### src/verilog/pet_regs.svh
/*
 * register offsets, field positions, reset values and timing counts
 * of the two-output pwm edge timing block.
 * assumes: included by bare name; holds definitions only.
 */
`ifndef PET_REGS_SVH
`define PET_REGS_SVH

// ==========================================================
// register offsets
`define PET_ADDR_FIRST_RISE_HI   8'h41
`define PET_ADDR_FIRST_RISE_SET  8'h42
`define PET_ADDR_FIRST_FALL_HI   8'h43
`define PET_ADDR_FIRST_FALL_SET  8'h44
`define PET_ADDR_SECOND_RISE_HI  8'h45
`define PET_ADDR_SECOND_RISE_SET 8'h46
`define PET_ADDR_SECOND_FALL_HI  8'h47
`define PET_ADDR_SECOND_FALL_SET 8'h48
`define PET_ADDR_STRIDE          8'h02

// ==========================================================
// setting register fields
`define PET_SET_LSB_HI           7
`define PET_SET_LSB_LO           4
`define PET_SET_MOD_EN_BIT       3
`define PET_SET_SIGN_BIT         2
`define PET_SET_RSVD_HI          1
`define PET_SET_RSVD_LO          0

// ==========================================================
// reset values
`define PET_TIME_HI_RST          8'h00
`define PET_SETTING_RST          8'h00
`define PET_UNMAPPED_READ        8'h00

// ==========================================================
// timing: one edge count is 5 ns, the clock is 25 ns
`define PET_STEP_PS              5000
`define PET_CLK_PS               25000
`define PET_TICKS_PER_CLK        (`PET_CLK_PS / `PET_STEP_PS)

`endif

### src/verilog/pet_pkg.sv
/*
 * types shared by the pwm edge timing block.
 * assumes: compiled before every module of the block.
 */
package pet_pkg;

   // ==========================================================
   // types
   typedef logic [11:0] pet_time_t;
   typedef logic [12:0] pet_cnt_t;
   typedef logic [7:0]  pet_byte_t;
   typedef logic [2:0]  pet_fine_t;

   typedef enum logic [1:0] {
      PET_EDGE_FIRST_RISE,
      PET_EDGE_FIRST_FALL,
      PET_EDGE_SECOND_RISE,
      PET_EDGE_SECOND_FALL
   } pet_edge_t;

   typedef enum logic [0:0] {
      PET_IDLE,
      PET_RUN
   } pet_state_t;

endpackage : pet_pkg

### src/verilog/pet_edge_calc.sv
/*
 * one edge: programmed time plus or minus the loop modulation,
 * saturated to the 12-bit range, taken at each period start.
 * assumes: load_i is a one-cycle pulse on the same clock.
 */
`timescale 1ns/1ps
`default_nettype none

module pet_edge_calc
(
   // clock and reset
   input  wire logic          mclk_i,
   input  wire logic          rst_n_i,
   // edge setting
   input  wire pet_pkg::pet_time_t base_time_i,
   input  wire logic          mod_en_i,
   input  wire logic          mod_sign_i,
   input  wire pet_pkg::pet_time_t mod_val_i,
   input  wire logic          load_i,
   // effective time
   output pet_pkg::pet_time_t eff_time_o
);
   import pet_pkg::*;

   // ==========================================================
   // next effective time
   pet_time_t eff_q;
   pet_time_t eff_d;
   pet_cnt_t  sum;

   always_comb
   begin
      eff_d = eff_q;
      sum   = {1'b0, base_time_i} + {1'b0, mod_val_i};
      if (load_i)
      begin
         if (!mod_en_i)
         begin
            eff_d = base_time_i;
         end
         else if (mod_sign_i)
         begin
            // later; clamp at the last count rather than wrap
            eff_d = sum[12] ? 12'hFFF : sum[11:0];
         end
         else if (mod_val_i > base_time_i)
         begin
            eff_d = 12'h000;
         end
         else
         begin
            eff_d = base_time_i - mod_val_i;
         end
      end
   end

   always_ff @(posedge mclk_i or negedge rst_n_i)
   begin
      if (!rst_n_i)
      begin
         eff_q <= 12'h000;
      end
      else
      begin
         eff_q <= eff_d;
      end
   end

   assign eff_time_o = eff_q;

endmodule : pet_edge_calc

`default_nettype wire

### src/verilog/pet_edge_pwm.sv
/*
 * two-output pwm edge timing: edge registers, period counter in
 * 5 ns counts, per-edge modulation and output levels with a
 * sub-clock fine delay for each transition.
 * assumes: register port, modulation value and period length
 * come from logic on mclk_i; an external delay line uses the
 * fine outputs to place each transition within the clock.
 */
// Function
// - first output rise time is timing byte high plus setting bits 7:4 low.
// - first output fall time is timing byte high plus setting bits 7:4 low.
// - second output rise time joins its timing byte and setting bits 7:4.
// - second output fall time joins its timing byte and setting bits 7:4.
// - one count of an edge time moves that edge by 5 ns.
// - setting bit 3 lets the loop modulation shift that edge.
// - setting bit 2 set pushes edge later on rising modulation, clear earlier.
// - the first output rise time high byte is its own read-write register.
`timescale 1ns/1ps
`default_nettype none
`include "pet_regs.svh"

module pet_edge_pwm
#(
   parameter int TIME_W        = 12,
   parameter int TICKS_PER_CLK = `PET_TICKS_PER_CLK
)
(
   // clock and reset
   input  wire logic               mclk_i,
   input  wire logic               rst_n_i,
   // register port
   input  wire pet_pkg::pet_byte_t reg_addr_i,
   input  wire logic               reg_wr_i,
   input  wire pet_pkg::pet_byte_t reg_wdata_i,
   output pet_pkg::pet_byte_t      reg_rdata_o,
   // loop and period control
   input  wire logic               run_i,
   input  wire pet_pkg::pet_time_t period_len_i,
   input  wire pet_pkg::pet_time_t mod_val_i,
   // outputs to the power stage
   output logic                    first_pwm_output_o,
   output pet_pkg::pet_fine_t      first_fine_o,
   output logic                    second_pwm_output_o,
   output pet_pkg::pet_fine_t      second_fine_o,
   output logic                    period_start_o
);
   import pet_pkg::*;

   // ==========================================================
   // elaboration checks
   if (TIME_W != 12)
   begin : g_bad_width
      $error("edge times are fixed at twelve bits");
   end
   if (TICKS_PER_CLK < 1 || TICKS_PER_CLK > 7)
   begin : g_bad_ticks
      $error("ticks per clock must fit the fine delay field");
   end

   localparam pet_cnt_t TICKS = 13'(TICKS_PER_CLK);

   // ==========================================================
   // register file
   pet_byte_t time_hi_q [4];
   pet_byte_t time_hi_d [4];
   pet_byte_t setting_q [4];
   pet_byte_t setting_d [4];
   pet_byte_t rdata_q;
   pet_byte_t rdata_d;
   pet_byte_t offs;

   always_comb
   begin
      offs    = reg_addr_i - `PET_ADDR_FIRST_RISE_HI;
      rdata_d = `PET_UNMAPPED_READ;
      for (int i = 0; i < 4; i++)
      begin
         time_hi_d[i] = time_hi_q[i];
         setting_d[i] = setting_q[i];
      end
      if (reg_addr_i >= `PET_ADDR_FIRST_RISE_HI &&
          reg_addr_i <= `PET_ADDR_SECOND_FALL_SET)
      begin
         if (offs[0])
         begin
            rdata_d = setting_q[offs[2:1]];
            if (reg_wr_i)
            begin
               // reserved bits kept as written, never used
               setting_d[offs[2:1]] = reg_wdata_i;
            end
         end
         else
         begin
            rdata_d = time_hi_q[offs[2:1]];
            if (reg_wr_i)
            begin
               time_hi_d[offs[2:1]] = reg_wdata_i;
            end
         end
      end
   end

   always_ff @(posedge mclk_i or negedge rst_n_i)
   begin
      if (!rst_n_i)
      begin
         for (int i = 0; i < 4; i++)
         begin
            time_hi_q[i] <= `PET_TIME_HI_RST;
            setting_q[i] <= `PET_SETTING_RST;
         end
         rdata_q <= `PET_UNMAPPED_READ;
      end
      else
      begin
         for (int i = 0; i < 4; i++)
         begin
            time_hi_q[i] <= time_hi_d[i];
            setting_q[i] <= setting_d[i];
         end
         rdata_q <= rdata_d;
      end
   end

   assign reg_rdata_o = rdata_q;

   // ==========================================================
   // period counter in 5 ns counts
   pet_state_t state_q;
   pet_state_t state_d;
   pet_cnt_t   cnt_q;
   pet_cnt_t   cnt_d;
   pet_time_t  len_q;
   pet_time_t  len_d;
   logic       start_q;
   logic       start_d;
   pet_cnt_t   cnt_next;

   always_comb
   begin
      state_d  = state_q;
      cnt_d    = cnt_q;
      len_d    = len_q;
      start_d  = 1'b0;
      cnt_next = cnt_q + TICKS;
      case (state_q)
         PET_IDLE:
         begin
            cnt_d = 13'h0000;
            if (run_i && period_len_i != 12'h000)
            begin
               state_d = PET_RUN;
               len_d   = period_len_i;
               start_d = 1'b1;
            end
         end
         PET_RUN:
         begin
            if (!run_i)
            begin
               state_d = PET_IDLE;
               cnt_d   = 13'h0000;
            end
            else if (cnt_next >= {1'b0, len_q})
            begin
               // carry the remainder so the period stays exact
               cnt_d   = cnt_next - {1'b0, len_q};
               len_d   = (period_len_i != 12'h000) ? period_len_i : len_q;
               start_d = 1'b1;
            end
            else
            begin
               cnt_d = cnt_next;
            end
         end
         default:
         begin
            state_d = PET_IDLE;
            cnt_d   = 13'h0000;
         end
      endcase
   end

   always_ff @(posedge mclk_i or negedge rst_n_i)
   begin
      if (!rst_n_i)
      begin
         state_q <= PET_IDLE;
         cnt_q   <= 13'h0000;
         len_q   <= 12'h000;
         start_q <= 1'b0;
      end
      else
      begin
         state_q <= state_d;
         cnt_q   <= cnt_d;
         len_q   <= len_d;
         start_q <= start_d;
      end
   end

   assign period_start_o = start_q;

   // ==========================================================
   // per-edge effective times and hits
   pet_time_t eff   [4];
   logic      hit   [4];
   pet_fine_t fine  [4];
   logic      load;

   // new settings only take effect at a period boundary, so a
   // write never cuts a pulse short mid-period
   assign load = start_d;

   for (genvar e = 0; e < 4; e++)
   begin : g_edge
      pet_time_t base;
      pet_cnt_t  diff;

      // high byte from the timing register, low nibble from setting
      assign base = {time_hi_q[e],
                     setting_q[e][`PET_SET_LSB_HI:`PET_SET_LSB_LO]};

      pet_edge_calc u_calc (
         .mclk_i      (mclk_i),
         .rst_n_i     (rst_n_i),
         .base_time_i (base),
         .mod_en_i    (setting_q[e][`PET_SET_MOD_EN_BIT]),
         .mod_sign_i  (setting_q[e][`PET_SET_SIGN_BIT]),
         .mod_val_i   (mod_val_i),
         .load_i      (load),
         .eff_time_o  (eff[e])
      );

      // edge lands in this clock when it falls in [cnt, cnt+ticks)
      assign diff   = {1'b0, eff[e]} - cnt_q;
      assign hit[e] = (state_q == PET_RUN) && ({1'b0, eff[e]} >= cnt_q) &&
                      (diff < TICKS) && (eff[e] < len_q);
      assign fine[e] = diff[2:0];
   end

   // ==========================================================
   // output levels and fine delays
   logic      out_q [2];
   logic      out_d [2];
   pet_fine_t ofine_q [2];
   pet_fine_t ofine_d [2];

   always_comb
   begin
      for (int o = 0; o < 2; o++)
      begin
         out_d[o]   = out_q[o];
         ofine_d[o] = ofine_q[o];
         if (state_q != PET_RUN)
         begin
            out_d[o]   = 1'b0;
            ofine_d[o] = 3'h0;
         end
         else if (hit[2*o] && hit[2*o+1])
         begin
            // both edges in one clock: the later one sets the level
            if (fine[2*o] > fine[2*o+1])
            begin
               out_d[o]   = 1'b1;
               ofine_d[o] = fine[2*o];
            end
            else
            begin
               out_d[o]   = 1'b0;
               ofine_d[o] = fine[2*o+1];
            end
         end
         else if (hit[2*o])
         begin
            out_d[o]   = 1'b1;
            ofine_d[o] = fine[2*o];
         end
         else if (hit[2*o+1])
         begin
            out_d[o]   = 1'b0;
            ofine_d[o] = fine[2*o+1];
         end
      end
   end

   always_ff @(posedge mclk_i or negedge rst_n_i)
   begin
      if (!rst_n_i)
      begin
         for (int o = 0; o < 2; o++)
         begin
            out_q[o]   <= 1'b0;
            ofine_q[o] <= 3'h0;
         end
      end
      else
      begin
         for (int o = 0; o < 2; o++)
         begin
            out_q[o]   <= out_d[o];
            ofine_q[o] <= ofine_d[o];
         end
      end
   end

   assign first_pwm_output_o  = out_q[0];
   assign first_fine_o        = ofine_q[0];
   assign second_pwm_output_o = out_q[1];
   assign second_fine_o       = ofine_q[1];

endmodule : pet_edge_pwm

`default_nettype wire

### config.mk
export PLATFORM = sky130hd
export DESIGN_NAME = pet_edge_pwm
export DESIGN_NICKNAME = d
export VERILOG_FILES = /design/src/verilog/pet_pkg.sv /design/src/verilog/pet_edge_calc.sv /design/src/verilog/pet_edge_pwm.sv
export VERILOG_INCLUDE_DIRS = /design/src /design/src/verilog
export SDC_FILE = /design/constraint.sdc
export NUM_CORES = 1
export LEC_CHECK = 0
export BUFFER_PORTS_ARGS = -buffer_cell sky130_fd_sc_hd__buf_2
export CORE_UTILIZATION = 45
export DETAILED_ROUTE_END_ITERATION = 16
export RECOVER_POWER = 100
export SETUP_SLACK_MARGIN = 0.5
export SYNTH_ARGS = -nofsm -noshare
export SYNTH_HDL_FRONTEND = slang
export SYNTH_SLANG_ARGS = --single-unit
export TNS_END_PERCENT = 100
### constraint.sdc
create_clock -name mclk_i -period 3.64 [get_ports mclk_i]
set_input_delay 0.728 -clock mclk_i [delete_from_list [all_inputs] [get_ports mclk_i]]
set_output_delay 0.728 -clock mclk_i [all_outputs]
set_load 0.005 [all_outputs]
* Word level (Yosys, flattened, before mapping)
Cells that the tools add are included.
** Word-level totals
- ROM bits :: 0
- Memory bits (writable) :: 0
- Memories kept :: 0
- Latch bits :: 0
- Output and inout bits :: 17
- Input bits :: 44
- Flip-flop bits (word level) :: 155
- Word-level logic and storage cells :: 151
** Cells by class
- Bitwise gates (word level) :: 3
- Div/mod/pow operators :: 0
- Reduce and logical (&&, ||, !) cells :: 21
- Muxes and demuxes :: 62
- Eq/ne operators :: 6
- Add/subtract/negate cells :: 15
- Shifts and indexed selects :: 0
- $lt $le $gt $ge :: 23
- Multiply operators :: 0
** Operators with widths (count)
- 12-bit two-way mux :: 20
- 32-bit bitwise mux :: 2
- 8-bit two-way mux :: 7
- 12-bit by 12-bit adder with 13-bit output :: 4
- 12-bit by 13-bit greater-or-equal comparator with 1-bit output :: 4
- 13-bit by 3-bit less-than comparator with 1-bit output (second input constant) :: 4
- 12-bit by 13-bit subtractor with 13-bit output :: 4
- 12-bit greater-than comparator :: 4
- 12-bit less-than comparator :: 4
- 12-bit subtractor :: 4
- 8-bit binary-select mux with 2-bit select :: 2
- 3-bit two-way mux :: 10
- 13-bit two-way mux :: 2
- 13-bit case mux with 2 select lines :: 1
- 12-bit case mux with 2 select lines :: 1
- 1-bit logical AND :: 17
- 8-bit demux with 2-bit select :: 1
- 1-bit two-way mux :: 14
- 13-bit by 3-bit adder with 13-bit output (second input constant) :: 1
- 13-bit by 12-bit greater-or-equal comparator with 1-bit output :: 1
- 13-bit by 12-bit subtractor with 13-bit output :: 1
- 12-bit nonzero test :: 1
- 8-bit by 7-bit greater-or-equal comparator with 1-bit output (second input constant) :: 1
- 8-bit by 7-bit <= comparator with 1-bit output (second input constant) :: 1
- other kinds (12) :: 19

* Longest topological paths before layout
- Depth in word-level cells :: 8
- Mapped depth :: 17
- Depth with buffers taken out :: 15

* Modules after synthesis
Synthesis repeated with hierarchy kept, for this count alone.
** Second synthesis, totals
- Cells, all modules :: 2023
- Area, all modules :: 17279.1 um2
** By module, submodules not included
- pet_edge_pwm :: cells each 1004, times used 1, area each 9470.3 um2, seq. area each 2677.6 um2
- pet_edge_calc at g_edge[0].u_calc ... :: cells each 256, times used 3, area each 1939.4 um2, seq. area each 300.3 um2
- pet_edge_calc at g_edge[2].u_calc :: cells each 251, times used 1, area each 1990.7 um2, seq. area each 300.3 um2

* Worst setup path before layout
OpenSTA, ideal clock, no wires.
- Path kind :: input port to flip-flop
- Start :: in mod_val_i[1]
- End :: reg g_edge[1].u_calc.eff_q[3]
- Required time :: 3507 ps
- Data arrival time :: 3507 ps
- Buffers on the path :: 1
- Setup time :: 133 ps
- Stages :: 12
- Slack :: -1 ps
- Path through :: inv_1 fa_1 a211oi_1 nor2_1 o41a_1 a41o_1 o41ai_1 or2_2 clkbuf_1 o311ai_0 o21ai_0 o21ai_0
** Between the ends
- Cells in the longest elaborated chain, start to end :: 4
- Elaborated cells on any way between the ends :: 7
- Classes of those cells :: add/sub: 2; order compare: 1; mux: 4
** Ends and longest elaborated chain
- start, declared :: RTL line pet_edge_pwm.sv:39 : input wire pet_pkg::pet_time_t mod_val_i,
- 12-bit subtractor (tied with other cells) :: RTL line pet_edge_calc.sv:52 : eff_d = base_time_i - mod_val_i;
- 12-bit two-way mux, on equally long branches :: RTL line pet_edge_calc.sv:46, pet_edge_calc.sv:44
- 12-bit two-way mux (*) :: RTL line pet_edge_calc.sv:41 : else if (mod_sign_i)
- 12-bit two-way mux (*) :: RTL line pet_edge_calc.sv:37 : if (!mod_en_i)
- end signal, assigned :: RTL line pet_edge_calc.sv:61 : eff_q <= 12'h000;
- end signal, assigned :: RTL line pet_edge_calc.sv:65 : eff_q <= eff_d;
- end, declared :: RTL line pet_edge_calc.sv:27 : pet_time_t eff_q;
Every way passes the cells marked *; elsewhere a longest branch is shown, timed or not.
A chain may end at the register's enable or synchronous reset.

* Worst setup path in the final report
- Start :: reg g_edge[3].u_calc.eff_q[0]
- End :: reg ofine_q, in the netlist second_fine_o[0]
** Between the ends
- Cells in the longest elaborated chain, start to end :: 7
- Elaborated cells on any way between the ends :: 15
- Classes of those cells :: add/sub: 1; order compare: 4; eq/ne: 1; mux: 5; reduce/logical: 4
** Ends and longest elaborated chain
- start, declared :: RTL line pet_edge_calc.sv:27
- start signal, assigned :: RTL line pet_edge_calc.sv:61
- start signal, assigned :: RTL line pet_edge_calc.sv:65
- 12-bit by 13-bit subtractor with 13-bit output or 12-bit by 13-bit greater-or-equal comparator with 1-bit output (tied branches) :: RTL line pet_edge_pwm.sv:237, pet_edge_pwm.sv:238
- 13-bit by 3-bit less-than comparator with 1-bit output or 1-bit logical AND (tied branches) :: RTL line pet_edge_pwm.sv:239, pet_edge_pwm.sv:238
- 1-bit logical AND :: RTL line pet_edge_pwm.sv:238 : assign hit[e] = (state_q == PET_RUN) && ({1'b0, eff[e]} >= cnt_q) &&
- 1-bit logical AND :: RTL line pet_edge_pwm.sv:239 : (diff < TICKS) && (eff[e] < len_q);
- 1-bit logical AND :: RTL line pet_edge_pwm.sv:261 : else if (hit[2*o] && hit[2*o+1])
- 3-bit two-way mux :: RTL line pet_edge_pwm.sv:261
- 3-bit two-way mux :: RTL line pet_edge_pwm.sv:256 : if (state_q != PET_RUN)
- end signal, assigned by index :: RTL line pet_edge_pwm.sv:303 : ofine_q[o] <= ofine_d[o];
- end, declared :: RTL line pet_edge_pwm.sv:247 : pet_fine_t ofine_q [2];
Parallel ways exist; a longest one is shown, timed or not. The select of a mux whose other input is x is not followed.

==> out/metrics.cfg <==
[synth]
synth_seq_cells=155
syn_avg_cell_area_um2=8.46
ys_types=75
syn_area_um2=15900
synth_seq_area_share=0.245
synth_area_leaders=dfrtp_1 (24%), ha_1 (17%), o21ai_0 (5.3%), mux2_2 (4.9%), nor2_1 (4.1%)
yosys.area.top_type_share=0.245
synth_edf_count=0
yosysTopAreaCell=dfrtp_1
syn_nets=2142
synth_flop_cell=dfrtp_1
yosys_warnings=0
synth_cells=1875
postSynth.asyncResetShare=1.00

[clocking]
clock_sinks=155
cts_buffers=17
cts_root_buf=clkbuf_16
cts_max_level=4
clkLatencyLatePin_ns=0.46
cts_hold_buf=0
path_clk_slew_ns=0.07
cts_buffer_depth=2
cts_tree=built

[global_routing]
gr-total-overflow=0
grt.met3_usage=0.0362
grt_max_degree=57
grt_first_pass_wirelength_um=82000
grt_pass1_vias=13962
grt_use_met1=0.390
antenna_found_initial=0
grt_use_met2=0.499
grt_busiest_layer=met2
gr-usage-all-layers=0.303

[floorplan]
initial_core_util=0.458
die-area_um2=36000
dieHeight_um=190
ioPinCount=61
core_area_um2=34600
die_w_um=190
num_rows=68

[timing]
setup_viol=0
period_share=0.977
grt_setup_unrepaired=yes
fin_worst_skew_ns=0.0155
setup_tns_ns=0
slew_headroom=-0.0962
hold_slack_ns=0.507
max_freq_ghz=0.281
maxSlewViolCount=95
finalHoldViolations=0
worst_slew_pin_slew_ns=1.64
period_needed_ns=3.56
fin_ws_ns=0.0843

[run]
drv_cap=2

[outcome]
outcome=complete, but fails checks
violations=max-capacitance violations, max-slew violations

[layout]
drive_above_1_share=0.165
multi_input_area_um2=11400
final_area_um2=18100
final_cells=2449
regArea_um2=3880
area_delta_synth_final_pct=13.9
layout.nets=2248
n_antenna_cell=0
final.fill_count=3314
final_core_util=0.522

[placement]
place.port_buffers=60
hpwl_um=42700
placed_area_um2=17400
gp_congestion=0.952
numPlacedInstances=2411
pre_cts_slack_ns=0.00850

[detailed_routing]
viasPerCell=6.01
drc_errors=0
drt-pass1-iter-count=5
drt_iter0_markers=916
num_vias=14710
post_drt_wl_per_cell_um=22.1
ant_nets=0
wl_um=54200

[pwr]
p_leak_nw=8.33
finalPower_mw=8.48
pwr_density_cell_nw_per_um2=470
irDropWorstVdd_uv=358

[worst_setup_path]
crit_path_max_fanout=3
critical_path_arrival_ns=3.90
worstSetupStartpointType=flip-flop
crit_end=second_fine_o[0]
worstReg2RegEnd=second_fine_o[0]
reg2reg_slack_ns=0.08
cp-startpoint=g_edge[3].u_calc.eff_time_o[0]
reg2reg_from=g_edge[3].u_calc.eff_time_o[0]
worstSetupPathType=reg2reg
endpoint_kind=flip-flop
rr_worst_depth=13
crit_required_ns=3.99

[min_path]
hp-class=in2reg

-- routing by layer --
metal	vias up	part of all wire
met5	-	0
met4	0	0.049
met3	106	0.053
met2	542	0.46
met1	7005	0.43
li1	7057	-
-- Yosys cell counts (9+ instances only) --
cell / number
a211oi_1: 24
a21o_1: 30
a21oi_1: 115
a221oi_1: 9
a31oi_1: 10
and3_1: 17
clkbuf_1: 69
dfrtp_1: 155
fa_1: 13
ha_1: 210
inv_1: 128
mux2_2: 69
mux2i_1: 17
mux4_2: 16
nand2_1: 138
nand2b_1: 27
nand3_1: 27
nand4_1: 15
nor2_1: 173
nor2b_1: 27
nor3_1: 48
nor4_1: 13
o211ai_1: 29
o21a_1: 21
o21ai_0: 168
o21bai_1: 12
o311ai_0: 17
o41ai_1: 11
or2_2: 9
or3_1: 13
xnor2_1: 61
xor2_1: 39
-- how the worst min path moves through the flow --
stage | start | endpoint | slack (ns) | depth (start not counted)
5_1_grt | period_len_i[5] | len_q[5] | 0.51 | 3
2_1_floorplan | rst_n_i | cnt_q[0] | 0.43 | 0
6_report | period_len_i[5] | len_q[5] | 0.51 | 3
4_1_cts | rst_n_i | cnt_q[8] | 0.27 | 1
3_5_place_dp | setting_q[17] | setting_q[17] | 0.49 | 1
3_3_place_gp | setting_q[16] | setting_q[16] | 0.49 | 1
-- state kept, by name, indices dropped and copies added (netlist names) --
register                  cells
second_pwm_output_o           1
len_q                        12
g_edge.base                  48
state_q                       1
first_pwm_output_o            1
first_fine_o                  3
second_fine_o                 3
reg_rdata_o                   8
period_start_o                1
g_edge.u_calc.eff_time_o     48
setting_q                    16
cnt_q                        13
-- final cells by class --
class	instances	share of cell area
inverter	129	0.0273
tap	455	0.0315
multi-input combinational	1512	0.630
clock inverter	15	0.00956
clock buffer	17	0.0235
timing repair buffer	166	0.0631
sequential	155	0.215
-- timing repair --
action / 4_1_cts / 5_1_grt
endpoints found under the setup margin: 79 / 81
buffers inserted: 4 / 2
pin swaps: 1 / 1
gates resized for setup: 27 / 12
-- worst max-delay path, stage by stage, from the launching register on --
cell and delay [ns]:
dfrtp_1 0.41, inv_2 0.08, ha_4 0.13, inv_2 0.03, fa_2 0.40, a211oi_4 0.28
nor2_1 0.10, mux2i_1 0.21, nand2_1 0.08, or4_4 0.51, or4b_1 0.52, or3_4 0.38
mux2i_1 0.13, a21o_1 0.18
-- layout by cell type (no fill, tap or decap), types with 21 or more instances in the layout --
master and n:
o21ai_0 157, nor2b_1 27, buf_2 50, xnor2_1 60, mux2_2 68, a21oi_1 113, dfrtp_1 152, ha_1 209
o211ai_1 29, nand2b_1 27, xor2_1 38, inv_1 119, buf_4 96, a21o_1 29, nand2_1 138, nor2_1 172
a211oi_1 21, nand3_1 27, o21a_1 21, nor3_1 48
-- kinds of logic (layout without fill, tap and decap cells) --
group,count (synthesis),after routing,share of synthesized area
AO/OA/AOI/OAI,542,542,0.222
AND/OR/NAND/NOR,545,545,0.164
flip-flops,155,155,0.245
buffers and inverters,208,327,0.0495
multiplexers,102,102,0.0824
XOR/XNOR,100,100,0.0552
adder cells (fa/ha/maj),223,223,0.182
-- power breakdown --
group	switching [mW]	internal [mW]	total, mW
logic	2.52	1.90	4.42
registers	0.309	1.92	2.23
clock network	0.917	0.922	1.84
(Power assumes the default switching activity.)
